==> config.mk <==
export PLATFORM = sky130hd
export DESIGN_NAME = samd_addr_map
export DESIGN_NICKNAME = d
export VERILOG_FILES = /design/src/hw/samd_pkg.sv /design/src/hw/samd_addr_map.sv /design/src/hw/samd_range_decode.sv /design/src/hw/samd_gpr_map.sv
export VERILOG_INCLUDE_DIRS = /design/src /design/src/hw
export SDC_FILE = /design/constraint.sdc
export NUM_CORES = 1
export LEC_CHECK = 0
export ABC_AREA = 1
export BUFFER_PORTS_ARGS = -buffer_cell sky130_fd_sc_hd__buf_2
export CORE_UTILIZATION = 53
export DETAILED_ROUTE_END_ITERATION = 10
export PLACE_DENSITY = 0.85
export SLEW_MARGIN = 20
export SYNTH_ARGS = -nofsm -noshare
export SYNTH_HDL_FRONTEND = slang
export SYNTH_SLANG_ARGS = --single-unit
==> constraint.sdc <==
create_clock -name core_clk -period 3.6 [get_ports core_clk]
set_input_delay 0.18 -clock core_clk [delete_from_list [all_inputs] [get_ports core_clk]]
set_output_delay 0.18 -clock core_clk [all_outputs]
set_load 0.02 [all_outputs]
==> src/hw/samd_params.svh <==
`ifndef SAMD_PARAMS_SVH
`define SAMD_PARAMS_SVH
`define SAMD_ADDR_W        24
`define SAMD_SEG_MSB       23
`define SAMD_SEG_LSB       16
`define SAMD_PAGE_MSB      15
`define SAMD_PAGE_LSB      14
`define SAMD_EXT0_LO       24'h000000
`define SAMD_EXT0_HI       24'h007fff
`define SAMD_DRAM_RSV_LO   24'h008000
`define SAMD_DRAM_LO       24'h00a000
`define SAMD_DRAM_HI       24'h00dfff
`define SAMD_XREG_LO       24'h00e000
`define SAMD_XREG_HI       24'h00efff
`define SAMD_EREG_LO       24'h00f000
`define SAMD_EREG_HI       24'h00f1ff
`define SAMD_DP_RSV_LO     24'h00f200
`define SAMD_DP_LO         24'h00f600
`define SAMD_DP_HI         24'h00fdff
`define SAMD_DP_BIT_LO     24'h00fd00
`define SAMD_SREG_LO       24'h00fe00
`define SAMD_SREG_HI       24'h00ffff
`define SAMD_EXT1_LO       24'h010000
`define SAMD_EXT1_HI       24'h1fffff
`define SAMD_CAN_LO        24'h200000
`define SAMD_CAN_HI        24'h203fff
`define SAMD_SER_LO        24'h204000
`define SAMD_SER_HI        24'h205fff
`define SAMD_ALIAS_LO      24'h208000
`define SAMD_ALIAS_HI      24'h20bfff
`define SAMD_EXTIO_LO      24'h210000
`define SAMD_EXTIO_HI      24'h3fffff
`define SAMD_EXT2_LO       24'h400000
`define SAMD_EXT2_HI       24'hbfffff
`define SAMD_FLASH_LO      24'hc00000
`define SAMD_FLASH_HI      24'hccffff
`define SAMD_FLASH_RSV_LO  24'hc0f000
`define SAMD_FLASH_RSV_HI  24'hc0ffff
`define SAMD_PRAM_LO       24'he00000
`define SAMD_PRAM_HI       24'he7ffff
`define SAMD_EPRAM_LO      24'he80000
`define SAMD_EPRAM_HI      24'hefffff
`define SAMD_TRAP_LO       24'hf00000
`define SAMD_IBUS_LO       24'hffff00
`define SAMD_PRAM_MASK     24'h007fff
`define SAMD_SREG_BIT_LO   24'h00ff00
`define SAMD_EREG_BIT_LO   24'h00f100
`endif

==> src/hw/samd_pkg.sv <==
package samd_pkg;
  typedef enum logic [3:0] {
    SAMD_TGT_NONE   = 4'h0,
    SAMD_TGT_EXT    = 4'h1,
    SAMD_TGT_DRAM   = 4'h2,
    SAMD_TGT_XREG   = 4'h3,
    SAMD_TGT_EREG   = 4'h4,
    SAMD_TGT_DUAL_PORT_RAM  = 4'h5,
    SAMD_TGT_SREG   = 4'h6,
    SAMD_TGT_CAN    = 4'h7,
    SAMD_TGT_SER    = 4'h8,
    SAMD_TGT_FLASH  = 4'h9,
    SAMD_TGT_PRAM   = 4'ha,
    SAMD_TGT_EPRAM  = 4'hb,
    SAMD_TGT_IBUS   = 4'hc,
    SAMD_TGT_TRAP   = 4'hd
  } samd_target_type;
  typedef enum logic [2:0] {
    SAMD_ST_IDLE = 3'b001,
    SAMD_ST_BUSY = 3'b010,
    SAMD_ST_DONE = 3'b100
  } samd_state_type;
endpackage

==> src/hw/samd_addr_map.sv <==
`timescale 1ns/1ps
`include "samd_params.svh"
// Summary of operation
// - One linear space holds code, data, registers and I/O ports.
// - Upper eight address bits select one of 256 segments of 64 KB.
// - Next two address bits select one of four 16 KB data pages.
// - Byte accesses allowed at every address; word accesses only at even addresses.
// - Internal data memories and both register areas sit in segment 0.
// - Instruction fetches go through the program-fetch unit to flash and program RAM.
// - Data transfers go through the data-transfer unit to data RAM and peripherals.
// - System bus links both units for cross-side operand and external traffic.
// - System bus flag marks data-side transfers only; the fetch side has no system bus output.
// - Memories and peripherals have separate buses to allow concurrent work.
// - Alternate 16 KB window aliases the serial channel and CAN register blocks.
// - External I/O area accesses disable pipeline optimisations.
// - Top 4 KB sector of first flash segment is reserved, not user space.
// - A programmable-size program RAM region is write protected.
// - Data RAM has its own interface, separate from the fetch path.
// - Register bank holds 16 words; lower eight also as sixteen byte halves.
// - Upper 256 bytes of the dual-port RAM are bit addressable.
// - Any dual-port RAM location used as general register is bit addressable.
// - Parts of both register areas are bit addressable too.
// - Standby RAM has a dedicated interface and keeps contents in power-down.
module samd_addr_map #(
  parameter int PRAM_PROT_W = 15
) (
  input  wire logic                    core_clk,
  input  wire logic                    reset,
  // Program-fetch side
  input  wire logic                    fetch_req,
  input  wire logic [23:0]             fetch_addr,
  output logic                         fetch_ack,
  output samd_pkg::samd_target_type    fetch_target,
  output logic [23:0]                  fetch_local,
  output logic                         fetch_trap,
  // Data-transfer side
  input  wire logic                    data_req,
  input  wire logic                    data_write,
  input  wire logic                    data_word,
  input  wire logic                    data_bit,
  input  wire logic                    data_gpr,
  input  wire logic [23:0]             data_addr,
  output logic                         data_ack,
  output samd_pkg::samd_target_type    data_target,
  output logic [23:0]                  data_local,
  output logic                         data_trap,
  output logic                         data_ext_io,
  output logic                         data_sysbus,
  output logic                         data_be_lo,
  output logic                         data_be_hi,
  output logic [7:0]                   data_segment,
  output logic [1:0]                   data_page,
  // General register access
  input  wire logic                    gpr_req,
  input  wire logic [23:0]             gpr_bank_base,
  input  wire logic [3:0]              gpr_num,
  input  wire logic                    gpr_byte,
  output logic                         gpr_ack,
  output logic [23:0]                  gpr_addr,
  output logic                         gpr_fault,
  // Program RAM write protection
  input  wire logic [PRAM_PROT_W-1:0]  pram_prot_size,
  // Standby RAM dedicated port
  input  wire logic                    sby_req,
  input  wire logic [12:0]             sby_addr,
  output logic                         sby_sel,
  output logic [12:0]                  sby_local
);
  import samd_pkg::*;

  samd_target_type f_tgt;
  samd_target_type d_tgt;
  logic [23:0]     f_loc;
  logic [23:0]     d_loc;
  logic            d_extio;
  logic            d_bitok;
  logic [23:0]     g_addr;
  logic            g_bad;

  // Two decoders so fetch and data sides never serialise
  samd_range_decode u_fetch_dec (
    .addr       (fetch_addr),
    .target     (f_tgt),
    .local_addr (f_loc),
    .ext_io     (),
    .bit_ok     ()
  );
  samd_range_decode u_data_dec (
    .addr       (data_addr),
    .target     (d_tgt),
    .local_addr (d_loc),
    .ext_io     (d_extio),
    .bit_ok     (d_bitok)
  );
  samd_gpr_map u_gpr (
    .bank_base (gpr_bank_base),
    .reg_num   (gpr_num),
    .byte_mode (gpr_byte),
    .gpr_addr  (g_addr),
    .gpr_bad   (g_bad)
  );

  // Fetch may only reach program memory or external code
  wire f_legal = (f_tgt == SAMD_TGT_FLASH) || (f_tgt == SAMD_TGT_PRAM) ||
                 (f_tgt == SAMD_TGT_EPRAM) || (f_tgt == SAMD_TGT_EXT);
  // Words must be even; bytes anywhere
  wire d_misalign = data_word && data_addr[0];
  // Program RAM offset below the protect limit blocks writes
  wire [23:0] d_pram_off = data_addr & `SAMD_PRAM_MASK;
  wire d_is_pram = (d_tgt == SAMD_TGT_PRAM) || (d_tgt == SAMD_TGT_EPRAM);
  wire d_prot    = d_is_pram && data_write &&
                   (d_pram_off[PRAM_PROT_W-1:0] < pram_prot_size);
  // Bit ops legal on bit windows or any dual-port RAM word used as register
  wire d_bit_bad = data_bit && !(d_bitok || (data_gpr && d_tgt == SAMD_TGT_DUAL_PORT_RAM));
  wire d_trap    = (d_tgt == SAMD_TGT_TRAP) || (d_tgt == SAMD_TGT_NONE) ||
                   d_misalign || d_prot || d_bit_bad;
  // Cross-unit traffic goes over the system bus
  wire d_sys = (d_tgt == SAMD_TGT_FLASH) || d_is_pram || (d_tgt == SAMD_TGT_EXT) ||
               (d_tgt == SAMD_TGT_CAN) || (d_tgt == SAMD_TGT_SER);
  wire g_dp  = (g_addr >= `SAMD_DP_LO) && (g_addr <= `SAMD_DP_HI);

  // Each path registered on its own; no shared state between sides
  always_ff @(posedge core_clk) begin
    if (reset) begin
      fetch_ack    <= 1'b0;
      fetch_target <= SAMD_TGT_NONE;
      fetch_local  <= 24'h000000;
      fetch_trap   <= 1'b0;
    end else begin
      fetch_ack    <= fetch_req;
      fetch_target <= fetch_req ? f_tgt : SAMD_TGT_NONE;
      fetch_local  <= f_loc;
      fetch_trap   <= fetch_req && !f_legal;
    end
  end

  always_ff @(posedge core_clk) begin
    if (reset) begin
      data_ack     <= 1'b0;
      data_target  <= SAMD_TGT_NONE;
      data_local   <= 24'h000000;
      data_trap    <= 1'b0;
      data_ext_io  <= 1'b0;
      data_sysbus  <= 1'b0;
      data_be_lo   <= 1'b0;
      data_be_hi   <= 1'b0;
      data_segment <= 8'h00;
      data_page    <= 2'h0;
    end else begin
      data_ack     <= data_req;
      data_target  <= (data_req && !d_trap) ? d_tgt : SAMD_TGT_NONE;
      data_local   <= d_loc;
      data_trap    <= data_req && d_trap;
      data_ext_io  <= data_req && d_extio;
      data_sysbus  <= data_req && !d_trap && d_sys;
      data_be_lo   <= data_req && (data_word || !data_addr[0]);
      data_be_hi   <= data_req && (data_word || data_addr[0]);
      data_segment <= data_addr[`SAMD_SEG_MSB:`SAMD_SEG_LSB];
      data_page    <= data_addr[`SAMD_PAGE_MSB:`SAMD_PAGE_LSB];
    end
  end

  always_ff @(posedge core_clk) begin
    if (reset) begin
      gpr_ack   <= 1'b0;
      gpr_addr  <= 24'h000000;
      gpr_fault <= 1'b0;
      sby_sel   <= 1'b0;
      sby_local <= 13'h0000;
    end else begin
      gpr_ack   <= gpr_req;
      gpr_addr  <= g_addr;
      gpr_fault <= gpr_req && (g_bad || !g_dp);
      sby_sel   <= sby_req;
      sby_local <= sby_addr;
    end
  end

  AST_SEG_PAGE: assert property (@(posedge core_clk) disable iff (reset)
    data_req |=> data_segment == $past(data_addr[23:16]) &&
                 data_page == $past(data_addr[15:14]))
    else $error("segment or page field wrong");
  AST_FETCH_ACK: assert property (@(posedge core_clk) disable iff (reset)
    fetch_req |=> fetch_ack)
    else $error("fetch not acknowledged");
  AST_FETCH_DATA_TRAP: assert property (@(posedge core_clk) disable iff (reset)
    fetch_req && f_tgt == SAMD_TGT_DRAM |=> fetch_trap)
    else $error("fetch into data RAM not trapped");
  AST_RSV_FLASH: assert property (@(posedge core_clk) disable iff (reset)
    data_req && data_addr >= 24'hc0f000 && data_addr <= 24'hc0ffff |=> data_trap)
    else $error("reserved flash sector reachable");
  AST_ALIAS: assert property (@(posedge core_clk) disable iff (reset)
    data_req && !data_word && !data_bit && data_addr >= 24'h208000 &&
    data_addr <= 24'h209fff |=> data_target == SAMD_TGT_CAN)
    else $error("alias window not routed to CAN");
  AST_EXT_IO: assert property (@(posedge core_clk) disable iff (reset)
    data_req && data_addr >= 24'h210000 && data_addr <= 24'h3fffff |=> data_ext_io)
    else $error("external I/O flag missing");
  AST_PROTECT: assert property (@(posedge core_clk) disable iff (reset)
    data_req && data_write && d_tgt == SAMD_TGT_PRAM &&
    d_pram_off[PRAM_PROT_W-1:0] < pram_prot_size |=> data_trap &&
    data_target == SAMD_TGT_NONE)
    else $error("protected program RAM write passed");
  AST_TOP_TRAP: assert property (@(posedge core_clk) disable iff (reset)
    data_req && data_addr >= 24'hf00000 && data_addr < 24'hffff00 |=> data_trap)
    else $error("reserved top region not trapped");
  AST_WORD_BE: assert property (@(posedge core_clk) disable iff (reset)
    data_req && data_word |=> data_be_lo && data_be_hi)
    else $error("word access lost a byte lane");
  AST_DATA_RAM: assert property (@(posedge core_clk) disable iff (reset)
    data_req && !data_word && !data_bit && data_addr >= 24'h00a000 &&
    data_addr <= 24'h00dfff |=> data_target == SAMD_TGT_DRAM && !data_sysbus)
    else $error("data RAM not on own interface");
  AST_GPR_BYTE: assert property (@(posedge core_clk) disable iff (reset)
    gpr_req && gpr_byte && gpr_num[3] && !gpr_bank_base[0] &&
    gpr_bank_base >= 24'h00f600 && gpr_bank_base <= 24'h00fdf0 |=> !gpr_fault)
    else $error("upper byte halves refused");
  AST_BIT_GPR: assert property (@(posedge core_clk) disable iff (reset)
    data_req && data_bit && data_gpr && !data_word && d_tgt == SAMD_TGT_DUAL_PORT_RAM
    |=> !data_trap)
    else $error("register bit access trapped");
  AST_CONCURRENT: assert property (@(posedge core_clk) disable iff (reset)
    fetch_req && data_req |=> fetch_ack && data_ack)
    else $error("sides serialised");
  AST_BIT_DP: assert property (@(posedge core_clk) disable iff (reset)
    data_req && data_bit && !data_word && data_addr >= 24'h00fd00 &&
    data_addr <= 24'h00fdff |=> !data_trap)
    else $error("bit window trapped");

  COV_BOTH: cover property (@(posedge core_clk) disable iff (reset) fetch_req && data_req);
  COV_ALIAS: cover property (@(posedge core_clk) disable iff (reset)
    data_req && d_tgt == SAMD_TGT_SER && data_addr[23:12] == 12'h20a);
  COV_PROT: cover property (@(posedge core_clk) disable iff (reset) data_req && d_prot);
  COV_MIRROR: cover property (@(posedge core_clk) disable iff (reset)
    fetch_req && f_tgt == SAMD_TGT_PRAM && fetch_addr[18:15] != 4'h0);
endmodule

==> src/hw/samd_range_decode.sv <==
`timescale 1ns/1ps
`include "samd_params.svh"
// Pure address classifier shared by both paths
module samd_range_decode (
  input  wire logic [23:0]               addr,
  output samd_pkg::samd_target_type      target,
  output logic [23:0]                    local_addr,
  output logic                           ext_io,
  output logic                           bit_ok
);
  import samd_pkg::*;
  function automatic logic in_rng(input logic [23:0] a, input logic [23:0] lo,
                                  input logic [23:0] hi);
    in_rng = (a >= lo) && (a <= hi);
  endfunction
  wire seg0      = (addr[`SAMD_SEG_MSB:`SAMD_SEG_LSB] == 8'h00);
  wire is_dp     = in_rng(addr, `SAMD_DP_LO, `SAMD_DP_HI);
  wire is_alias  = in_rng(addr, `SAMD_ALIAS_LO, `SAMD_ALIAS_HI);
  wire alias_ser = addr[13];
  // Alias window folds onto the original blocks
  wire [23:0] alias_addr = alias_ser ? (`SAMD_SER_LO | {11'h000, addr[12:0]})
                                     : (`SAMD_CAN_LO | {10'h000, addr[13:0]});
  always_comb begin
    target     = SAMD_TGT_NONE;
    local_addr = addr;
    if (seg0) begin
      if (in_rng(addr, `SAMD_EXT0_LO, `SAMD_EXT0_HI))        target = SAMD_TGT_EXT;
      else if (in_rng(addr, `SAMD_DRAM_LO, `SAMD_DRAM_HI))   target = SAMD_TGT_DRAM;
      else if (in_rng(addr, `SAMD_XREG_LO, `SAMD_XREG_HI))   target = SAMD_TGT_XREG;
      else if (in_rng(addr, `SAMD_EREG_LO, `SAMD_EREG_HI))   target = SAMD_TGT_EREG;
      else if (is_dp)                                        target = SAMD_TGT_DUAL_PORT_RAM;
      else if (in_rng(addr, `SAMD_SREG_LO, `SAMD_SREG_HI))   target = SAMD_TGT_SREG;
    end else if (in_rng(addr, `SAMD_EXT1_LO, `SAMD_EXT1_HI) ||
                 in_rng(addr, `SAMD_EXTIO_LO, `SAMD_EXTIO_HI) ||
                 in_rng(addr, `SAMD_EXT2_LO, `SAMD_EXT2_HI)) begin
      target = SAMD_TGT_EXT;
    end else if (in_rng(addr, `SAMD_CAN_LO, `SAMD_CAN_HI)) begin
      target = SAMD_TGT_CAN;
    end else if (in_rng(addr, `SAMD_SER_LO, `SAMD_SER_HI)) begin
      target = SAMD_TGT_SER;
    end else if (is_alias) begin
      target     = alias_ser ? SAMD_TGT_SER : SAMD_TGT_CAN;
      local_addr = alias_addr;
    end else if (in_rng(addr, `SAMD_FLASH_LO, `SAMD_FLASH_HI)) begin
      // Internal parameter sector is never a user target
      if (!in_rng(addr, `SAMD_FLASH_RSV_LO, `SAMD_FLASH_RSV_HI)) target = SAMD_TGT_FLASH;
    end else if (in_rng(addr, `SAMD_PRAM_LO, `SAMD_PRAM_HI)) begin
      target     = SAMD_TGT_PRAM;
      local_addr = `SAMD_PRAM_LO | (addr & `SAMD_PRAM_MASK);
    end else if (in_rng(addr, `SAMD_EPRAM_LO, `SAMD_EPRAM_HI)) begin
      target     = SAMD_TGT_EPRAM;
      local_addr = `SAMD_EPRAM_LO | (addr & `SAMD_PRAM_MASK);
    end else if (addr >= `SAMD_IBUS_LO) begin
      target = SAMD_TGT_IBUS;
    end else if (addr >= `SAMD_TRAP_LO) begin
      target = SAMD_TGT_TRAP;
    end
  end
  assign ext_io = in_rng(addr, `SAMD_EXTIO_LO, `SAMD_EXTIO_HI);
  // Bit access: top of dual-port RAM and parts of both register areas
  assign bit_ok = in_rng(addr, `SAMD_DP_BIT_LO, `SAMD_DP_HI) ||
                  in_rng(addr, `SAMD_SREG_BIT_LO, `SAMD_SREG_HI) ||
                  in_rng(addr, `SAMD_EREG_BIT_LO, `SAMD_EREG_HI);
endmodule

==> src/hw/samd_gpr_map.sv <==
`timescale 1ns/1ps
// Maps a general register number onto a dual-port RAM byte address
module samd_gpr_map (
  input  wire logic [23:0] bank_base,
  input  wire logic [3:0]  reg_num,
  input  wire logic        byte_mode,
  output logic [23:0]      gpr_addr,
  output logic             gpr_bad
);
  // Sixteen byte halves cover the lower eight words, low half first
  assign gpr_addr = byte_mode ? (bank_base + {20'h00000, reg_num})
                              : (bank_base + {19'h00000, reg_num, 1'b0});
  // Odd bank base would split every word register
  assign gpr_bad  = bank_base[0];
endmodule

=== After elaboration in Yosys (flattened, before gate mapping) ===
Index checks and enable logic that the tools add are counted.

* Flip-flop bits (word level): 114
* Input port bits: 115
* Output and inout port bits: 114
* Word-level logic and storage cells: 245

* Add/subtract/negate cells: 2
* Magnitude comparators: 74
* Equal/unequal tests: 12
* Mux-type cells: 55
* Bitwise operators: 2
* Reduce and logical (&&, ||, !) cells: 81

{| class="wikitable"
|+ Operators by type and width
! cell !! count
|-
| 24-bit 2-to-1 mux || 17
|-
| 24-bit by 16-bit greater-or-equal comparator with 1-bit output (second input constant) || 14
|-
| 24-bit greater-or-equal comparator (second input constant) || 12
|-
| 24-bit by 16-bit less-or-equal comparator with 1-bit output (second input constant) || 11
|-
| 24-bit less-or-equal comparator (second input constant) || 10
|-
| 24-bit by 22-bit greater-or-equal comparator with 1-bit output (second input constant) || 8
|-
| 24-bit by 22-bit less-or-equal comparator with 1-bit output (second input constant) || 8
|-
| 4-bit 2-to-1 mux || 34
|-
| 1-bit logical AND || 49
|-
| 24-bit by 1-bit greater-or-equal comparator with 1-bit output (second input constant) || 2
|-
| 24-bit by 17-bit greater-or-equal comparator with 1-bit output (second input constant) || 2
|-
| 24-bit by 23-bit greater-or-equal comparator with 1-bit output (second input constant) || 2
|-
| 24-bit by 15-bit less-or-equal comparator with 1-bit output (second input constant) || 2
|-
| 24-bit by 21-bit less-or-equal comparator with 1-bit output (second input constant) || 2
|-
| 4-bit equality test (second input constant) || 8
|-
| 15-bit 2-to-1 mux || 2
|-
| 24-bit by 4-bit adder with 24-bit output || 1
|-
| 24-bit by 5-bit adder with 24-bit output || 1
|-
| 1-bit logical OR || 22
|-
| 8-bit logical NOT || 2
|-
| 15-bit less-than comparator || 1
|-
| 4-bit by 1-bit equality test with 1-bit output (second input constant) || 2
|-
| 4-bit by 3-bit equality test with 1-bit output (second input constant) || 2
|-
| 3-bit 2-to-1 mux || 2
|-
| 4 further kinds || 10
|}

=== Logic depth before layout (Yosys ltp) ===
* Depth after elaboration: 21
* Gate-level depth with buffers: 17
* Depth with buffers taken out: 17

=== Hierarchy ===
From an unflattened synthesis, not the netlist that was laid out.

* Cell total of the unflattened synthesis: 933
* Area, all modules: 6208.5 um^2

{| class="wikitable"
|+ Modules (own cells, without submodules)
! module !! times used !! cells an instance !! area an instance (um^2) !! sequential area each (um^2)
|-
| samd_addr_map || 1 || 447 || 3713.6 || 2282.2
|-
| samd_gpr_map || 1 || 228 || 1139.8 || 0.0
|-
| samd_range_decode (u_data_dec) || 1 || 130 || 688.2 || 0.0
|-
| samd_range_decode (u_fetch_dec) || 1 || 128 || 666.9 || 0.0
|}

=== Least setup slack after synthesis ===
OpenSTA, ideal clock, no wires.

* Path kind: input to register
* From: input gpr_bank_base[0]
* To: register gpr_fault
* Library setup time: 109 ps
* Arrival time: 1791 ps
* Required time: 3491 ps
* Slack: 1700 ps
* Cell stages on the path: 16
* Path buffers: 0
* Cell sequence: ha_1 -> fa_1 -> nand3_1 -> nand3_1 -> nand2_1 -> nand2_1 -> nand3_1 -> inv_2 -> nand3_1 -> nand2_1 -> nor2_1 -> nand2_1 -> nor2_2 -> nand3_1 -> nand2_1 -> inv_1

* Cells in the longest elaborated chain, start to end: 7
* Elaborated cells on any way between the ends: 9
* Those cells by class: add/sub: 2; order compare: 2; mux: 1; reduce/logical: 4

{| class="wikitable"
|+ RTL lines
! what !! RTL line !! text
|-
| start: declaration || samd_addr_map.sv:55 || <nowiki>input wire logic [23:0] gpr_bank_base,</nowiki>
|-
| 24-bit by 5-bit adder with 24-bit output / 24-bit by 4-bit adder with 24-bit output (equally long branches) || samd_gpr_map.sv:12, samd_gpr_map.sv:11 ||
|-
| 24-bit 2-to-1 mux || samd_gpr_map.sv:11 || <nowiki>assign gpr_addr = byte_mode ? (bank_base + {20'h00000, reg_num})</nowiki>
|-
| 24-bit by 16-bit greater-or-equal comparator with 1-bit output (no line) / 24-bit by 16-bit less-or-equal comparator with 1-bit output (equally long branches) || -- ||
|-
| 1-bit logical AND || samd_addr_map.sv:120 || <nowiki>wire g_dp = (g_addr >= `SAMD_DP_LO) && (g_addr <= `SAMD_DP_HI);</nowiki>
|-
| 1-bit logical NOT || samd_addr_map.sv:173 || <nowiki>gpr_fault <= gpr_req && (g_bad || !g_dp);</nowiki>
|-
| 1-bit logical OR (*) || samd_addr_map.sv:173 ||
|-
| 1-bit logical AND (*) || samd_addr_map.sv:173 ||
|-
| end signal: assignment || samd_addr_map.sv:173 ||
|-
| end: declaration || samd_addr_map.sv:60 || <nowiki>output logic gpr_fault,</nowiki>
|}

Mark *: on every way between the ends. The rest lies on a longest branch, timed or not.
A chain may end at the register's enable or synchronous reset.

=== Final worst setup path ===
* From: input data_addr[4]
* To: register data_trap

* Cells in the longest elaborated chain, start to end: 18
* Elaborated cells on any way between the ends: 95
* Those cells by class: order compare: 38; eq/ne: 4; mux: 17; reduce/logical: 36

{| class="wikitable"
|+ RTL lines
! what !! RTL line !! text
|-
| start: declaration || samd_addr_map.sv:42 || <nowiki>input wire logic [23:0] data_addr,</nowiki>
|-
| 24-bit greater-or-equal comparator (no line) || -- ||
|-
| 4-bit 2-to-1 mux || samd_range_decode.sv:55 || <nowiki>end else if (addr >= `SAMD_TRAP_LO) begin</nowiki>
|-
| 4-bit 2-to-1 mux || samd_range_decode.sv:53 || <nowiki>end else if (addr >= `SAMD_IBUS_LO) begin</nowiki>
|-
| 4-bit 2-to-1 mux || samd_range_decode.sv:50 || <nowiki>end else if (in_rng(addr, `SAMD_EPRAM_LO, `SAMD_EPRAM_HI)) begin</nowiki>
|-
| 4-bit 2-to-1 mux || samd_range_decode.sv:47 || <nowiki>end else if (in_rng(addr, `SAMD_PRAM_LO, `SAMD_PRAM_HI)) begin</nowiki>
|-
| 4-bit 2-to-1 mux || samd_range_decode.sv:44 || <nowiki>end else if (in_rng(addr, `SAMD_FLASH_LO, `SAMD_FLASH_HI)) begin</nowiki>
|-
| 4-bit 2-to-1 mux || samd_range_decode.sv:41 || <nowiki>end else if (is_alias) begin</nowiki>
|-
| 4-bit 2-to-1 mux || samd_range_decode.sv:39 || <nowiki>end else if (in_rng(addr, `SAMD_SER_LO, `SAMD_SER_HI)) begin</nowiki>
|-
| [... 2 more ...] || -- ||
|-
| 4-bit 2-to-1 mux || samd_range_decode.sv:26 || <nowiki>if (seg0) begin</nowiki>
|-
| 4-bit equality test / 4-bit by 3-bit equality test with 1-bit output (equally long branches) || samd_addr_map.sv:110, samd_addr_map.sv:114 ||
|-
| 1-bit logical OR / 1-bit logical AND (equally long branches) || samd_addr_map.sv:110, samd_addr_map.sv:114 ||
|-
| 1-bit logical AND / 1-bit logical OR (equally long branches) || samd_addr_map.sv:111, samd_addr_map.sv:114 ||
|-
| 1-bit logical AND / 1-bit logical NOT (equally long branches) || samd_addr_map.sv:111, samd_addr_map.sv:114 ||
|-
| 1-bit logical OR / 1-bit logical AND (equally long branches) || samd_addr_map.sv:116, samd_addr_map.sv:114 ||
|-
| 1-bit logical OR (*) || samd_addr_map.sv:116 || <nowiki>d_misalign || d_prot || d_bit_bad;</nowiki>
|-
| 1-bit logical AND (*) || samd_addr_map.sv:153 || <nowiki>data_trap <= data_req && d_trap;</nowiki>
|-
| end signal: assignment || samd_addr_map.sv:153 ||
|-
| end: declaration || samd_addr_map.sv:46 || <nowiki>output logic data_trap,</nowiki>
|}

Marked as above.

==> metrics <==
sequential share of power=about 35%; slowest library cell on the worst path=dlygate4sd3_1; Post-route DRC=0; full die area=11700 um2; synth unique cells=41; TritonCTS clock tree=done; initial core utilization=approximately 55%; Clock Path Buffers=2; antenna violations before repair=1; max-slew violation total from the final report=0; most numerous cell in the Yosys netlist=nand2_1; synthesized instance count=about 860; Max rail drop VDD=roughly 0.46 mV; startpoint of the tightest hold check path=data_addr[8]; number of nets in the layout=between 1000 and 1500; final global-route overflow total=0; Final Hold Viols=0; top post-synthesis cells by count=nand2_1 (183), inv_1 (147), nor2_1 (127); crit path cell chain=dlygate4sd3_1 > buf_2 > ha_1 > nand2_1 > nor2_1 > a21boi_0 > o21ai_0 > nand2_1 > o21ai_0 > inv_1 > nand4_4 > nand2_1 > inv_1; DP Wirelength=around 13000 um; outcome=finished clean; static leakage power=roughly 4.6 nW; count of flip-flops with a built-in enable after synthesis=0; dominant delay contributor by cell family on the critical path=buffers and inverters; count of state elements after synthesis=between 100 and 150; count of hold-fix buffers inserted at cts=28; Setup CP Type=in -> reg; Gates resized, CTS repair=0; Comb pwr share=~17%; share of the cycle needed by the critical path after routing=~58%; max-slew headroom at the worst pin=just under 60%; Worst setup startpoint=data_addr[4]; final wirelength=slightly below 20000 um; number of DRC markers in iteration 0=~540; crit path DAT=approximately 2.4 ns; area share of the largest cell type after synthesis=38.2%; top_reg_cell synth=dfxtp_1; floorplan die width=around 110 um; wire per inst=around 16 um; global-route wire length before repair=~31000 um; post-synth design cell area=approximately 6000 um2; area leader, netlist=dfxtp_1; max frequency=481 MHz; CTS buffer count=17; setup slack after placement=1.31 ns; internal cell power=0.00282 W; number of rows in the core area=38; setup total negative slack=0 ns; fraction of synthesis flops using an asynchronous set or reset pin=0%; Max Cap Viol=0; area overhead of the layout relative to synthesis=36.8%; post-CTS repair timing setup buffer count=0; post-layout minimum cycle time=between 2 and 2.5 ns; H-tree depth reported by CTS=4; count of cells along the worst hold path=3; top cells by area in the synthesized netlist=dfxtp_1 (38%), nand2_1 (11%), inv_1 (9.2%), nor2_1 (8.0%), nand3_1 (5.4%); number of nets with antenna violations after routing=0; vertical extent of the die=around 110 um; Port Buffers=between 200 and 250; Clock power frac=a little under half; core footprint=around 11000 um2; category of the worst setup path launch point=primary input; crit path setup slack, layout=between 1.5 and 2 ns; critical path capture point type=flop; clock slew at the register clock pins of the worst setup and hold paths=0.06 ns; gr usage total=a little over a third; worst-path fanout max=6; path class of the lowest-slack min-delay path=in -> reg; Hold Path Sink=data_local[8]$_SDFF_PP0_; synthesized area divided by synthesized cell count=~6.9 um2; Largest stage delay, worst path=approximately 0.53 ns; routability cong.=0.972; number of sinks driven by the clock tree=~110; number of detailed-routing iterations run before antenna repair=5; largest net degree at the start of global routing=41; Finish-stage setup viols=0; CTS Root Buffer Type=clkbuf_16; post-synthesis net count=~1000; data required time of the critical path=between 3 and 4 ns; power dissipated by switching net loads=~0.0010 W; share of post-route cells with drive strength above 1=just under 30%; detailed-route vias per instance=5.18; proportion of total power due to net switching=between 20% and 30%; most repeated library cell on the critical path=nand2_1; register area share after synthesis=approximately two fifths; transition time at the pin with the least slew margin=0.615 ns; CP bufs+invs=4; RSZ-0062 raised after global routing=false; Top Ports=229; PD cells=roughly 470 nW/um2; via count of the first global-routing pass=6279; total number of vias=6621; count of warnings emitted by yosys=0
worst max path at each step:
stage                                 to  slack, ns  cells past startpoint
2_1_floorplan       gpr_fault$_SDFF_PP0_       1.70                     16
3_3_place_gp        gpr_fault$_SDFF_PP0_       1.35                     17
3_5_place_dp        gpr_fault$_SDFF_PP0_       1.31                     17
4_1_cts        data_target[3]$_SDFF_PP0_       1.70                     11
5_1_grt        data_target[3]$_SDFF_PP0_       1.38                     12
6_report            data_trap$_SDFF_PP0_       1.52                     13
power by group through the flow:
stage                     sequential, W  combinational (W)  clock (W)
after floorplan                 0.00147           0.000261          0
after global placement          0.00138           0.000575          0
after detailed placement        0.00138           0.000583          0
after CTS                       0.00135           0.000617    0.00185
after global routing            0.00136           0.000693    0.00193
final                           0.00136           0.000635    0.00184
layer usage:
layer,GRT usage [%],wire length [um]
met1,39.3,7680
met2,57.2,9570
met3,11.3,1530
met4,21.6,1040
met5,2.68,0
layout make-up:
class	count	area, um2
Sequential cell	114	2280
Fill cell	799	2750
Clock inverter	8	146
Inverter	161	609
Tap cell	140	175
Antenna cell	1	2.50
Timing Repair Buffer	258	1440
Clock buffer	24	512
Multi-Input combinational cell	572	3020
stage by stage:
step,std cells,instance area [um2],hold slack [ns],power [W],utilization [%]
floorplan,862,5980,0.270,0.00173,-
global placement,1217,7240,0.379,0.00195,66.2
detailed placement,1217,7240,0.390,0.00196,66.2
CTS,1277,8180,0.000396,0.00382,74.8
global route,1277,8180,0.00685,0.00398,74.8
finish,1278,8180,0.0104,0.00383,74.8
sequential cells by signal (all words and copies together), names as in the netlist:
name          flops
data_local       24
fetch_local      24
gpr_addr         24
sby_local        13
data_segment      8
data_target       4
fetch_target      4
data_page         2
data_ack          1
data_be_hi        1
data_be_lo        1
data_ext_io       1
data_sysbus       1
data_trap         1
fetch_ack         1
fetch_trap        1
gpr_ack           1
gpr_fault         1
sby_sel           1
cells in the final DEF (no fill, tap or decap), types with 8 or more instances in the layout:
master         count
a21oi_1           38
buf_2            228
clkbuf_16         17
dfxtp_1          114
dlygate4sd3_1     28
ha_1              22
inv_1            147
inv_2              8
nand2_1          183
nand2_2           13
nand3_1           65
nand4_1           23
nor2_1           127
nor2_2            10
nor2_4            11
nor3_1            14
o21ai_0           16
xor2_1             8
cell families after synthesis:
kind of cell	synth area share, %
xor gates and xnor gates	1.17
buffers and inverters	11.4
and+or+nand+nor	37.3
DFF	38.2
adders and majority gates	5.27
AOI/OAI and AO/OA	6.69
Power figures use the tool's default switching activity.
